$ cat src/mmd_defines.svh
// Address map, wait-state figures and register offsets of the memory-map decoder
`ifndef MMD_DEFINES_SVH
`define MMD_DEFINES_SVH
// =====================================================================
// Memory map (word addresses)
`define MMD_M1_HI 22'h0007FF
`define MMD_PF0_HI 22'h001FFF
`define MMD_Z0_HI 22'h003FFF
`define MMD_Z1_HI 22'h005FFF
`define MMD_PF1_HI 22'h006FFF
`define MMD_PF2_HI 22'h007FFF
`define MMD_L01_HI 22'h009FFF
`define MMD_Z2_LO 22'h080000
`define MMD_Z2_HI 22'h0FFFFF
`define MMD_Z6_LO 22'h100000
`define MMD_Z6_HI 22'h17FFFF
`define MMD_OTP_LO 22'h3D7800
`define MMD_OTP_HI 22'h3D7BFF
`define MMD_FL_LO 22'h3D8000
`define MMD_FL_HI 22'h3F7FFF
`define MMD_PWD_LO 22'h3F7FF8
`define MMD_H0_LO 22'h3F8000
`define MMD_H0_HI 22'h3F9FFF
`define MMD_Z7_LO 22'h3FC000
`define MMD_BROM_LO 22'h3FF000
// Flash sector starts after the first
`define MMD_SEC1 22'h3DA000
`define MMD_SEC2 22'h3DC000
`define MMD_SEC3 22'h3E0000
`define MMD_SEC4 22'h3E4000
`define MMD_SEC5 22'h3E8000
`define MMD_SEC6 22'h3EC000
`define MMD_SEC7 22'h3F0000
`define MMD_SEC8 22'h3F4000
`define MMD_SEC9 22'h3F6000
// =====================================================================
// Lanes, zones and wait states
`define MMD_LANES 5
`define MMD_LANE_DW 3'h0
`define MMD_LANE_PW 3'h1
`define MMD_ZN0 3'h0
`define MMD_ZN1 3'h1
`define MMD_ZN2 3'h2
`define MMD_ZN6 3'h3
`define MMD_ZN7 3'h4
`define MMD_WS_ZERO 5'h00
`define MMD_WS_ONE 5'h01
`define MMD_WS_PF_RD 5'h02
`define MMD_WS_PWD 5'h10
// =====================================================================
// Register offsets and reset values
`define MMD_OFS_XCFG 8'h00
`define MMD_OFS_ZWS 8'h04
`define MMD_OFS_ZRDY 8'h08
`define MMD_OFS_FWS 8'h0C
`define MMD_OFS_PROT 8'h10
`define MMD_OFS_STAT 8'h14
`define MMD_ZWS_RST 20'hFFFFF
`define MMD_ZRDY_RST 5'h1F
`define MMD_FWS_RST 4'hF
`endif

$ cat src/mmd_pkg.sv
// Types shared by the memory-map decoder files
package mmd_pkg;
   // Decoded target of one access
   typedef enum logic [3:0] {
      TGT_NONE, TGT_SINGLE_ACCESS_RAM_M, TGT_PF0, TGT_PF1, TGT_PF2,
      TGT_SINGLE_ACCESS_RAM, TGT_OTP, TGT_FLASH, TGT_BROM, TGT_ZONE
   } mmd_tgt_t;
   // One request lane from the core
   typedef struct packed {
      logic vld;
      logic io;
      logic [21:0] addr;
   } mmd_req_t;
   // Selected target of the access in flight
   typedef struct packed {
      mmd_tgt_t tgt;
      logic [2:0] zone;
      logic [3:0] sector;
      logic wr;
      logic prog;
   } mmd_sel_t;
   // Access sequencer states
   typedef enum {ST_IDLE, ST_ALIGN, ST_START, ST_WAIT} mmd_state_t;
endpackage

$ cat src/mmd_top.sv
// Memory-map decoder with wait states, ordering protection and mode mapping
`timescale 1ns/100ps
`include "mmd_defines.svh"
module mmd_top import mmd_pkg::*; (
   input wire logic i_ref_clk,
   input wire logic i_rst_n,
   input mmd_req_t [`MMD_LANES-1:0] i_req,
   input wire logic i_ext_ready,
   input wire logic i_mode_select_pin,
   input wire logic i_psel,
   input wire logic i_penable,
   input wire logic i_pwrite,
   input wire logic [7:0] i_paddr,
   input wire logic [31:0] i_pwdata,
   output logic [31:0] o_prdata,
   output logic o_pready,
   output logic o_pslverr,
   output logic [`MMD_LANES-1:0] o_ack,
   output logic o_bus_err,
   output mmd_sel_t o_sel,
   output logic o_sel_vld,
   output logic o_zone_pair_low_select,
   output logic o_zone_pair_high_select,
   output logic o_zone2_select,
   output logic o_memory_mode_bit
);
   // =====================================================================
   // Declarations
   localparam logic [21:0] SEC_B [1:9] = '{`MMD_SEC1, `MMD_SEC2, `MMD_SEC3,
      `MMD_SEC4, `MMD_SEC5, `MMD_SEC6, `MMD_SEC7, `MMD_SEC8, `MMD_SEC9};
   mmd_state_t state_reg;
   mmd_sel_t sel_reg;
   mmd_sel_t sel_next;
   logic sel_vld_reg;
   logic [2:0] lane_reg;
   logic [2:0] pick;
   logic pick_vld;
   logic [4:0] ws_reg;
   logic [4:0] ws_next;
   logic pwd_reg;
   logic pwd_next;
   logic io_reg;
   logic align_next;
   logic done;
   logic ack_any;
   logic use_rdy;
   logic [4:0] cyc_reg;
   logic rdy_s1_reg;
   logic rdy_s2_reg;
   logic pin_s1_reg;
   logic pin_s2_reg;
   logic strap_done_reg;
   logic mode_reg;
   logic prot_en_reg;
   logic last_prot_wr_reg;
   logic [19:0] zws_reg;
   logic [4:0] zrdy_reg;
   logic [3:0] fws_reg;
   logic [3:0] ows_reg;
   logic cs_low_reg;
   logic cs_high_reg;
   logic cs_z2_reg;
   logic [31:0] prdata_reg;
   logic slverr_reg;
   logic [31:0] rd_mux;
   logic rd_hit;
   logic apb_wr;

   // =====================================================================
   // Functions
   // Flash sector number from a flash address
   function automatic logic [3:0] fn_sector(input logic [21:0] a);
      logic [3:0] n;
      n = 4'h0;
      for (int i = 1; i <= 9; i++) begin
         if (a >= SEC_B[i]) begin
            n = 4'(i);
         end
      end
      return n;
   endfunction

   // Member of the ordering-protection group
   function automatic logic fn_in_group(input mmd_sel_t s);
      return (s.tgt == TGT_PF1) || (s.tgt == TGT_PF2) ||
         (s.tgt == TGT_ZONE && s.zone == `MMD_ZN1);
   endfunction

   // Address decode to exactly one target
   function automatic mmd_sel_t fn_decode(input logic [21:0] a, input logic prog,
      input logic io, input logic mp, input logic wr);
      mmd_sel_t s;
      s = '0;
      s.tgt = TGT_NONE;
      s.wr = wr;
      s.prog = prog;
      if (io) begin
         s.tgt = TGT_NONE;
      end else if (a <= `MMD_M1_HI) begin
         s.tgt = TGT_SINGLE_ACCESS_RAM_M;
      end else if (a <= `MMD_PF0_HI) begin
         s.tgt = prog ? TGT_NONE : TGT_PF0;
      end else if (a <= `MMD_Z0_HI) begin
         s.tgt = TGT_ZONE;
         s.zone = `MMD_ZN0;
      end else if (a <= `MMD_Z1_HI) begin
         s.tgt = TGT_ZONE;
         s.zone = `MMD_ZN1;
      end else if (a <= `MMD_PF1_HI) begin
         s.tgt = prog ? TGT_NONE : TGT_PF1;
      end else if (a <= `MMD_PF2_HI) begin
         s.tgt = prog ? TGT_NONE : TGT_PF2;
      end else if (a <= `MMD_L01_HI) begin
         s.tgt = TGT_SINGLE_ACCESS_RAM;
      end else if (a >= `MMD_Z2_LO && a <= `MMD_Z2_HI) begin
         s.tgt = TGT_ZONE;
         s.zone = `MMD_ZN2;
      end else if (a >= `MMD_Z6_LO && a <= `MMD_Z6_HI) begin
         s.tgt = TGT_ZONE;
         s.zone = `MMD_ZN6;
      end else if (a >= `MMD_OTP_LO && a <= `MMD_OTP_HI) begin
         s.tgt = TGT_OTP;
      end else if (a >= `MMD_FL_LO && a <= `MMD_FL_HI) begin
         s.tgt = TGT_FLASH;
         s.sector = fn_sector(a);
      end else if (a >= `MMD_H0_LO && a <= `MMD_H0_HI) begin
         s.tgt = TGT_SINGLE_ACCESS_RAM;
      end else if (a >= `MMD_Z7_LO) begin
         if (mp) begin
            s.tgt = TGT_ZONE;
            s.zone = `MMD_ZN7;
         end else if (a >= `MMD_BROM_LO) begin
            s.tgt = TGT_BROM;
         end
      end
      return s;
   endfunction

   // =====================================================================
   // Arbitration and decode of the winning lane
   // Lowest lane index wins: data write, program write, reads, fetch
   always_comb begin
      pick = 3'h0;
      pick_vld = 1'b0;
      for (int i = `MMD_LANES - 1; i >= 0; i--) begin
         if (i_req[i].vld) begin
            pick = 3'(i);
            pick_vld = 1'b1;
         end
      end
   end

   assign sel_next = fn_decode(i_req[pick].addr, pick[0] || pick[2], i_req[pick].io,
      mode_reg, pick == `MMD_LANE_DW || pick == `MMD_LANE_PW);
   assign pwd_next = i_req[pick].addr >= `MMD_PWD_LO && sel_next.tgt == TGT_FLASH;
   assign align_next = prot_en_reg && last_prot_wr_reg && !sel_next.wr &&
      fn_in_group(sel_next);

   // Wait-state count of the decoded target
   always_comb begin
      case (sel_next.tgt)
         TGT_PF1, TGT_PF2: ws_next = sel_next.wr ? `MMD_WS_ZERO : `MMD_WS_PF_RD;
         TGT_OTP: ws_next = (ows_reg == 4'h0) ? `MMD_WS_ONE : {1'b0, ows_reg};
         TGT_FLASH: ws_next = pwd_next ? `MMD_WS_PWD : {1'b0, fws_reg};
         TGT_BROM: ws_next = `MMD_WS_ONE;
         TGT_ZONE: begin
            ws_next = {1'b0, zws_reg[{sel_next.zone, 2'b00} +: 4]};
            if (ws_next == `MMD_WS_ZERO) begin
               ws_next = `MMD_WS_ONE;
            end
         end
         default: ws_next = `MMD_WS_ZERO;
      endcase
   end

   // =====================================================================
   // Access sequencer
   // One access at a time, held until its wait count expires and, for a ready-enabled zone, ready is high
   always_ff @(posedge i_ref_clk or negedge i_rst_n) begin
      if (!i_rst_n) begin
         state_reg <= ST_IDLE;
      end else begin
         case (state_reg)
            ST_IDLE: begin
               if (pick_vld) begin
                  state_reg <= align_next ? ST_ALIGN : ST_START;
               end
            end
            ST_ALIGN: state_reg <= ST_START;
            ST_START: state_reg <= ST_WAIT;
            ST_WAIT: begin
               if (done) begin
                  state_reg <= ST_IDLE;
               end
            end
            default: state_reg <= ST_IDLE;
         endcase
      end
   end

   // Capture of the granted access
   always_ff @(posedge i_ref_clk or negedge i_rst_n) begin
      if (!i_rst_n) begin
         sel_reg <= '0;
         lane_reg <= 3'h0;
         ws_reg <= 5'h00;
         pwd_reg <= 1'b0;
         io_reg <= 1'b0;
      end else if (state_reg == ST_IDLE && pick_vld) begin
         sel_reg <= sel_next;
         lane_reg <= pick;
         ws_reg <= ws_next;
         pwd_reg <= pwd_next;
         io_reg <= i_req[pick].io;
      end
   end

   // Target valid from grant to completion
   always_ff @(posedge i_ref_clk or negedge i_rst_n) begin
      if (!i_rst_n) begin
         sel_vld_reg <= 1'b0;
      end else if (state_reg == ST_IDLE && pick_vld) begin
         sel_vld_reg <= 1'b1;
      end else if (ack_any) begin
         sel_vld_reg <= 1'b0;
      end
   end

   // Chip selects; the zone pairs share one select each
   always_ff @(posedge i_ref_clk or negedge i_rst_n) begin
      if (!i_rst_n) begin
         cs_low_reg <= 1'b0;
         cs_high_reg <= 1'b0;
         cs_z2_reg <= 1'b0;
      end else if (state_reg == ST_IDLE && pick_vld && sel_next.tgt == TGT_ZONE) begin
         cs_low_reg <= sel_next.zone <= `MMD_ZN1;
         cs_high_reg <= sel_next.zone >= `MMD_ZN6;
         cs_z2_reg <= sel_next.zone == `MMD_ZN2;
      end else if (ack_any) begin
         cs_low_reg <= 1'b0;
         cs_high_reg <= 1'b0;
         cs_z2_reg <= 1'b0;
      end
   end

   // Track whether the last finished access was a protected write
   always_ff @(posedge i_ref_clk or negedge i_rst_n) begin
      if (!i_rst_n) begin
         last_prot_wr_reg <= 1'b0;
      end else if (ack_any) begin
         last_prot_wr_reg <= sel_reg.wr && fn_in_group(sel_reg);
      end
   end

   // Cycles spent in the wait phase, for status and checks
   always_ff @(posedge i_ref_clk or negedge i_rst_n) begin
      if (!i_rst_n) begin
         cyc_reg <= 5'h00;
      end else if (state_reg == ST_START) begin
         cyc_reg <= 5'h00;
      end else if (state_reg == ST_WAIT && !done && cyc_reg != 5'h1F) begin
         cyc_reg <= cyc_reg + 5'h01;
      end
   end

   assign use_rdy = sel_reg.tgt == TGT_ZONE && zrdy_reg[sel_reg.zone];

   mmd_wait_ctr u_wait (
      .i_ref_clk(i_ref_clk),
      .i_rst_n(i_rst_n),
      .i_load(state_reg == ST_START),
      .i_count(ws_reg),
      .i_use_rdy(use_rdy),
      .i_rdy(rdy_s2_reg),
      .o_done(done)
   );

   assign ack_any = state_reg == ST_WAIT && done;
   assign o_ack = ack_any ? 5'(5'h01 << lane_reg) : 5'h00;
   assign o_bus_err = ack_any && sel_reg.tgt == TGT_NONE;
   assign o_sel = sel_reg;
   assign o_sel_vld = sel_vld_reg;
   assign o_zone_pair_low_select = cs_low_reg;
   assign o_zone_pair_high_select = cs_high_reg;
   assign o_zone2_select = cs_z2_reg;
   assign o_memory_mode_bit = mode_reg;

   // =====================================================================
   // Ready pin synchroniser
   always_ff @(posedge i_ref_clk or negedge i_rst_n) begin
      if (!i_rst_n) begin
         rdy_s1_reg <= 1'b0;
         rdy_s2_reg <= 1'b0;
      end else begin
         rdy_s1_reg <= i_ext_ready;
         rdy_s2_reg <= rdy_s1_reg;
      end
   end

   // Mode pin synchroniser runs through reset so the strap sees the pin level
   always_ff @(posedge i_ref_clk) begin
      pin_s1_reg <= i_mode_select_pin;
      pin_s2_reg <= pin_s1_reg;
   end

   // Strap sampler, then software owns the mode bit
   always_ff @(posedge i_ref_clk or negedge i_rst_n) begin
      if (!i_rst_n) begin
         strap_done_reg <= 1'b0;
         mode_reg <= 1'b0;
      end else if (!strap_done_reg) begin
         strap_done_reg <= 1'b1;
         mode_reg <= pin_s2_reg;
      end else if (apb_wr && i_paddr == `MMD_OFS_XCFG) begin
         mode_reg <= i_pwdata[0];
      end
   end

   // =====================================================================
   // APB register file
   assign apb_wr = i_psel && i_penable && i_pwrite;
   assign o_pready = 1'b1;
   assign o_prdata = prdata_reg;
   assign o_pslverr = i_penable && slverr_reg;

   // Timing and protection registers
   always_ff @(posedge i_ref_clk or negedge i_rst_n) begin
      if (!i_rst_n) begin
         zws_reg <= `MMD_ZWS_RST;
         zrdy_reg <= `MMD_ZRDY_RST;
         fws_reg <= `MMD_FWS_RST;
         ows_reg <= `MMD_FWS_RST;
         prot_en_reg <= 1'b1;
      end else if (apb_wr) begin
         case (i_paddr)
            `MMD_OFS_ZWS: zws_reg <= i_pwdata[19:0];
            `MMD_OFS_ZRDY: zrdy_reg <= i_pwdata[4:0];
            `MMD_OFS_FWS: begin
               fws_reg <= i_pwdata[3:0];
               ows_reg <= i_pwdata[7:4];
            end
            `MMD_OFS_PROT: prot_en_reg <= i_pwdata[0];
            default: prot_en_reg <= prot_en_reg;
         endcase
      end
   end

   // Read mux
   always_comb begin
      rd_mux = 32'h0000_0000;
      rd_hit = 1'b1;
      case (i_paddr)
         `MMD_OFS_XCFG: rd_mux[0] = mode_reg;
         `MMD_OFS_ZWS: rd_mux[19:0] = zws_reg;
         `MMD_OFS_ZRDY: rd_mux[4:0] = zrdy_reg;
         `MMD_OFS_FWS: rd_mux[7:0] = {ows_reg, fws_reg};
         `MMD_OFS_PROT: rd_mux[0] = prot_en_reg;
         `MMD_OFS_STAT: rd_mux[14:0] = {cyc_reg, sel_reg.tgt, lane_reg,
            last_prot_wr_reg, mode_reg, state_reg != ST_IDLE};
         default: rd_hit = 1'b0;
      endcase
   end

   // Read data and error latched in the setup phase
   always_ff @(posedge i_ref_clk or negedge i_rst_n) begin
      if (!i_rst_n) begin
         prdata_reg <= 32'h0000_0000;
         slverr_reg <= 1'b0;
      end else if (i_psel && !i_penable) begin
         prdata_reg <= rd_mux;
         slverr_reg <= !rd_hit;
      end
   end
endmodule // mmd_top

$ cat src/mmd_wait_ctr.sv
// Wait-state down counter with optional ready extension
`timescale 1ns/100ps
module mmd_wait_ctr (
   input wire logic i_ref_clk,
   input wire logic i_rst_n,
   input wire logic i_load,
   input wire logic [4:0] i_count,
   input wire logic i_use_rdy,
   input wire logic i_rdy,
   output logic o_done
);
   logic [4:0] cnt_reg;
   logic busy_reg;

   // Done once the count is spent and, if sampled, ready is high
   assign o_done = busy_reg && (cnt_reg == 5'h00) && (!i_use_rdy || i_rdy);

   // Count down after a load
   always_ff @(posedge i_ref_clk or negedge i_rst_n) begin
      if (!i_rst_n) begin
         cnt_reg <= 5'h00;
         busy_reg <= 1'b0;
      end else if (i_load) begin
         cnt_reg <= i_count;
         busy_reg <= 1'b1;
      end else if (o_done) begin
         busy_reg <= 1'b0;
      end else if (busy_reg && cnt_reg != 5'h00) begin
         cnt_reg <= cnt_reg - 5'h01;
      end
   end
endmodule // mmd_wait_ctr

$ cat config.mk
export PLATFORM = sky130hd
export DESIGN_NAME = mmd_top
export DESIGN_NICKNAME = d
export VERILOG_FILES = /design/src/mmd_pkg.sv /design/src/mmd_top.sv /design/src/mmd_wait_ctr.sv
export VERILOG_INCLUDE_DIRS = /design/src /design/src/src
export SDC_FILE = /design/constraint.sdc
export NUM_CORES = 1
export LEC_CHECK = 0
export BUFFER_PORTS_ARGS = -buffer_cell sky130_fd_sc_hd__buf_4
export CORE_ASPECT_RATIO = 1.25
export CORE_MARGIN = 10
export CORE_UTILIZATION = 51
export DETAILED_ROUTE_END_ITERATION = 12
export PLACE_DENSITY_LB_ADDON = 0.08
export SLEW_MARGIN = 20
export SYNTH_ARGS = -nofsm -noshare
export SYNTH_HDL_FRONTEND = slang
export SYNTH_SLANG_ARGS = --single-unit
$ cat constraint.sdc
create_clock -name i_ref_clk -period 2.4 [get_ports i_ref_clk]
set_input_delay 0.36 -clock i_ref_clk [delete_from_list [all_inputs] [get_ports i_ref_clk]]
set_output_delay 0.36 -clock i_ref_clk [all_outputs]
set_load 0.02 [all_outputs]
==> results.yml <==
run_status:
  status: "complete, but fails checks"
  violations: "setup timing"
yosys:
  synth_area_leaders: "dfrtp_1 (25%), dfstp_2 (14%), mux2_2 (6.6%)"
  synth_top_area_share_pct: 24.7
  syn_area_mm2: 0.00647
  synthCells: 724
  synthArstFlopShare_pct: 98.0
  ys.warnings.count: 0
  synth_most_common_cell: "nand2_1"
  ys.flop_type: "dfrtp_1"
  synth_common_cells: "nand2_1 (106), o21ai_0 (65), dfrtp_1 (64), nor2_1 (47), mux2_2 (38)"
  synth_top_area_cell: "dfrtp_1"
  syn_area_per_cell_um2: 8.94
  ys_ff_latch: 100
  synth-edff-count: 0
  ys_types: 77
  ys_seq_area_share_pct: 39.2
clock_tree:
  cts-root-buf: "clkbuf_16"
  cts.sinks: 100
  clk_pin_slew_ps: 60
  clockBufferDepth: 2
  postCtsHoldBufs: 0
  tritoncts: "yes"
  h-tree-depth: 3
  clk_latency_ps: 350
  cts_made_buffers: 9
die:
  initial_utilization_pct: 52.7
  core-area_mm2: 0.0123
  die-area_mm2: 0.0176
  rows: 45
  fp.dieH_um: 146
  die_w_um: 121
  io_pins: 225
placement:
  placed_area_mm2: 0.00903
  dp_hpwl_um: 20000
  dp.cells: 1167
  gp_congestion: 0.982
  portBuffers: 184
flow_run:
  max_cap_viol_count: 0
global_routing:
  grt_pass1_wl_um: 39100
  gr-total-overflow: 0
  grt_pass1_vias: 7660
  grt_max_degree: 46
  grtUsageTotal_pct: 27.5
  antenna_found_initial: 0
critical_path:
  critPathKind: "primary input to register"
  cp_data_required_time_ps: 2670
  cp.arrival_ps: 3200
  cp-start-kind: "primary input"
  worstSetupEndpointType: "register"
  crit_path_max_fanout: 8
finish:
  antenna_cells: 0
  drive_above_1_share_pct: 50.5
  nNetsFinal: 1200
  fin_cells: 1196
  syn_to_final_growth_pct: 54.2
  final_area_mm2: 0.00998
sta:
  hold_ws_ps: 6.95
  finalHoldViolCount: 0
  final_max_slew_viol_count: 0
  rsz0062_at_grt: "yes"
  fin_tns_setup_ps: -8420
  fin_skew_ps: 7.70
  setup_viol: 25
  max_freq_mhz: 341
  maxSlewHeadroom_pct: 56.3
  final.min_clock_period_ps: 2930
  fin_ws_ps: -535
  tightest_slew_ps: 654
  fin_crit_sh_pct: 122
drt:
  avgViaCountPerCell: 5.96
  wire_per_inst_um: 21.1
  drt_iter0_drc: 556
  first_pass_iters: 8
  wirelength_um: 25200
  dr_total_vias: 7123
  drc: 0
  ant_nets: 0
power_and_ir_drop:
  powerDensity_mw_per_mm2: 599
  power_mw: 5.98
  ir_worst_vdd_mv: 0.455
  leakage_nw: 4.54
hold_path:
  hold_path_class: "primary input to asynchronous set/reset pin"
[metrics by stage]
| stage | setup WS, ps | util (%) |
|---|---|---|
| floorplan | -947 | - |
| global placement | -1090 | 73.6 |
| detailed placement | -1160 | 73.6 |
| CTS | -576 | 79.9 |
| global route | -638 | 81.3 |
| finish | -535 | 81.3 |
[final timing paths]
kind,start,endpoint,depth (start not counted),slack [ps]
worst max-delay path,i_req[71],ws_reg[0],10,-530
worst min-delay path,i_rst_n,cyc_reg[1],1,7
worst max register to register,zrdy_reg[1],cyc_reg[2],11,100
worst min register to register,pin_s1_reg,pin_s2_reg,0,330
max in group asynchronous,i_rst_n,ows_reg[1],2,1690
min in group i_ref_clk,i_mode_select_pin,pin_s1_reg,1,110
[cell type report]
cell class / instances / area (um^2)
Timing Repair Buffer: 334 / 2630
Sequential cell: 100 / 2540
Inverter: 12 / 45.0
Clock inverter: 3 / 43.8
Fill cell: 775 / 2300
Tap cell: 164 / 205
Clock buffer: 13 / 272
Multi-Input combinational cell: 570 / 4250
[kinds of logic (layout without fill, tap and decap cells)]
kind of cell	Yosys count	in the layout	share of synthesized area, %
AO/OA/AOI/OAI	209	209	22.7
XOR/XNOR	9	9	1.22
adder cells (fa/ha/maj)	6	6	1.16
buffers and inverters	66	362	4.99
flip-flops	100	100	39.2
multiplexers	56	56	9.59
other	2	14	0.116
AND/OR/NAND/NOR	276	276	21.1
[report_power, final]
part           internal [mW]  total (mW)  switching (mW)
clock network          0.901        1.52           0.616
logic                   1.09        2.34            1.25
registers               1.88        2.12           0.241
total                   3.87        5.98            2.11
[timing repair]
item | 4_1_cts | 5_1_grt
pin swaps | 34 | 28
resized for setup | 100 | 41
setup endpoints to repair | 28 | 32
setup buffers | 12 | 6
hold endpoints to repair | 0 | 0
[placed cells by master (no fill, tap or decap), types with 6 or more instances in the layout]
master	instances
mux2i_1	17
a22o_1	9
o21ai_2	14
nand2_1	99
and3_1	6
nand3_1	17
ha_1	6
a21oi_1	18
mux2_2	36
o211ai_1	9
o21ai_1	8
nor2b_1	20
dfrtp_1	63
o21ai_0	44
nor3b_1	8
conb_1	14
o31ai_1	9
nand2b_1	10
buf_4	312
nor2_1	37
nor3_1	13
dfstp_2	34
o21bai_1	8
inv_1	12
buf_6	18
clkbuf_16	10
[layer usage]
metal  track usage, %  vias up  part of all wire [%]  wire length (um)
met5                0        -                     0                 0
met4             15.9        0                   5.4              1360
met3             5.85      103                   6.6              1680
met2             50.2      367                    52             13100
met1             27.7     3406                    36              9020
li1                 -     3247                     -                 -
[critical path, cell delays in order]
cell,delay [ps]
buf_12,110
or4b_4,570
a21oi_4,150
o32a_4,180
or4b_4,560
or4_4,510
o311ai_2,110
o211ai_1,160
o32a_1,360
a41oi_2,120
Note: power is estimated with default switching activity, not from simulation.
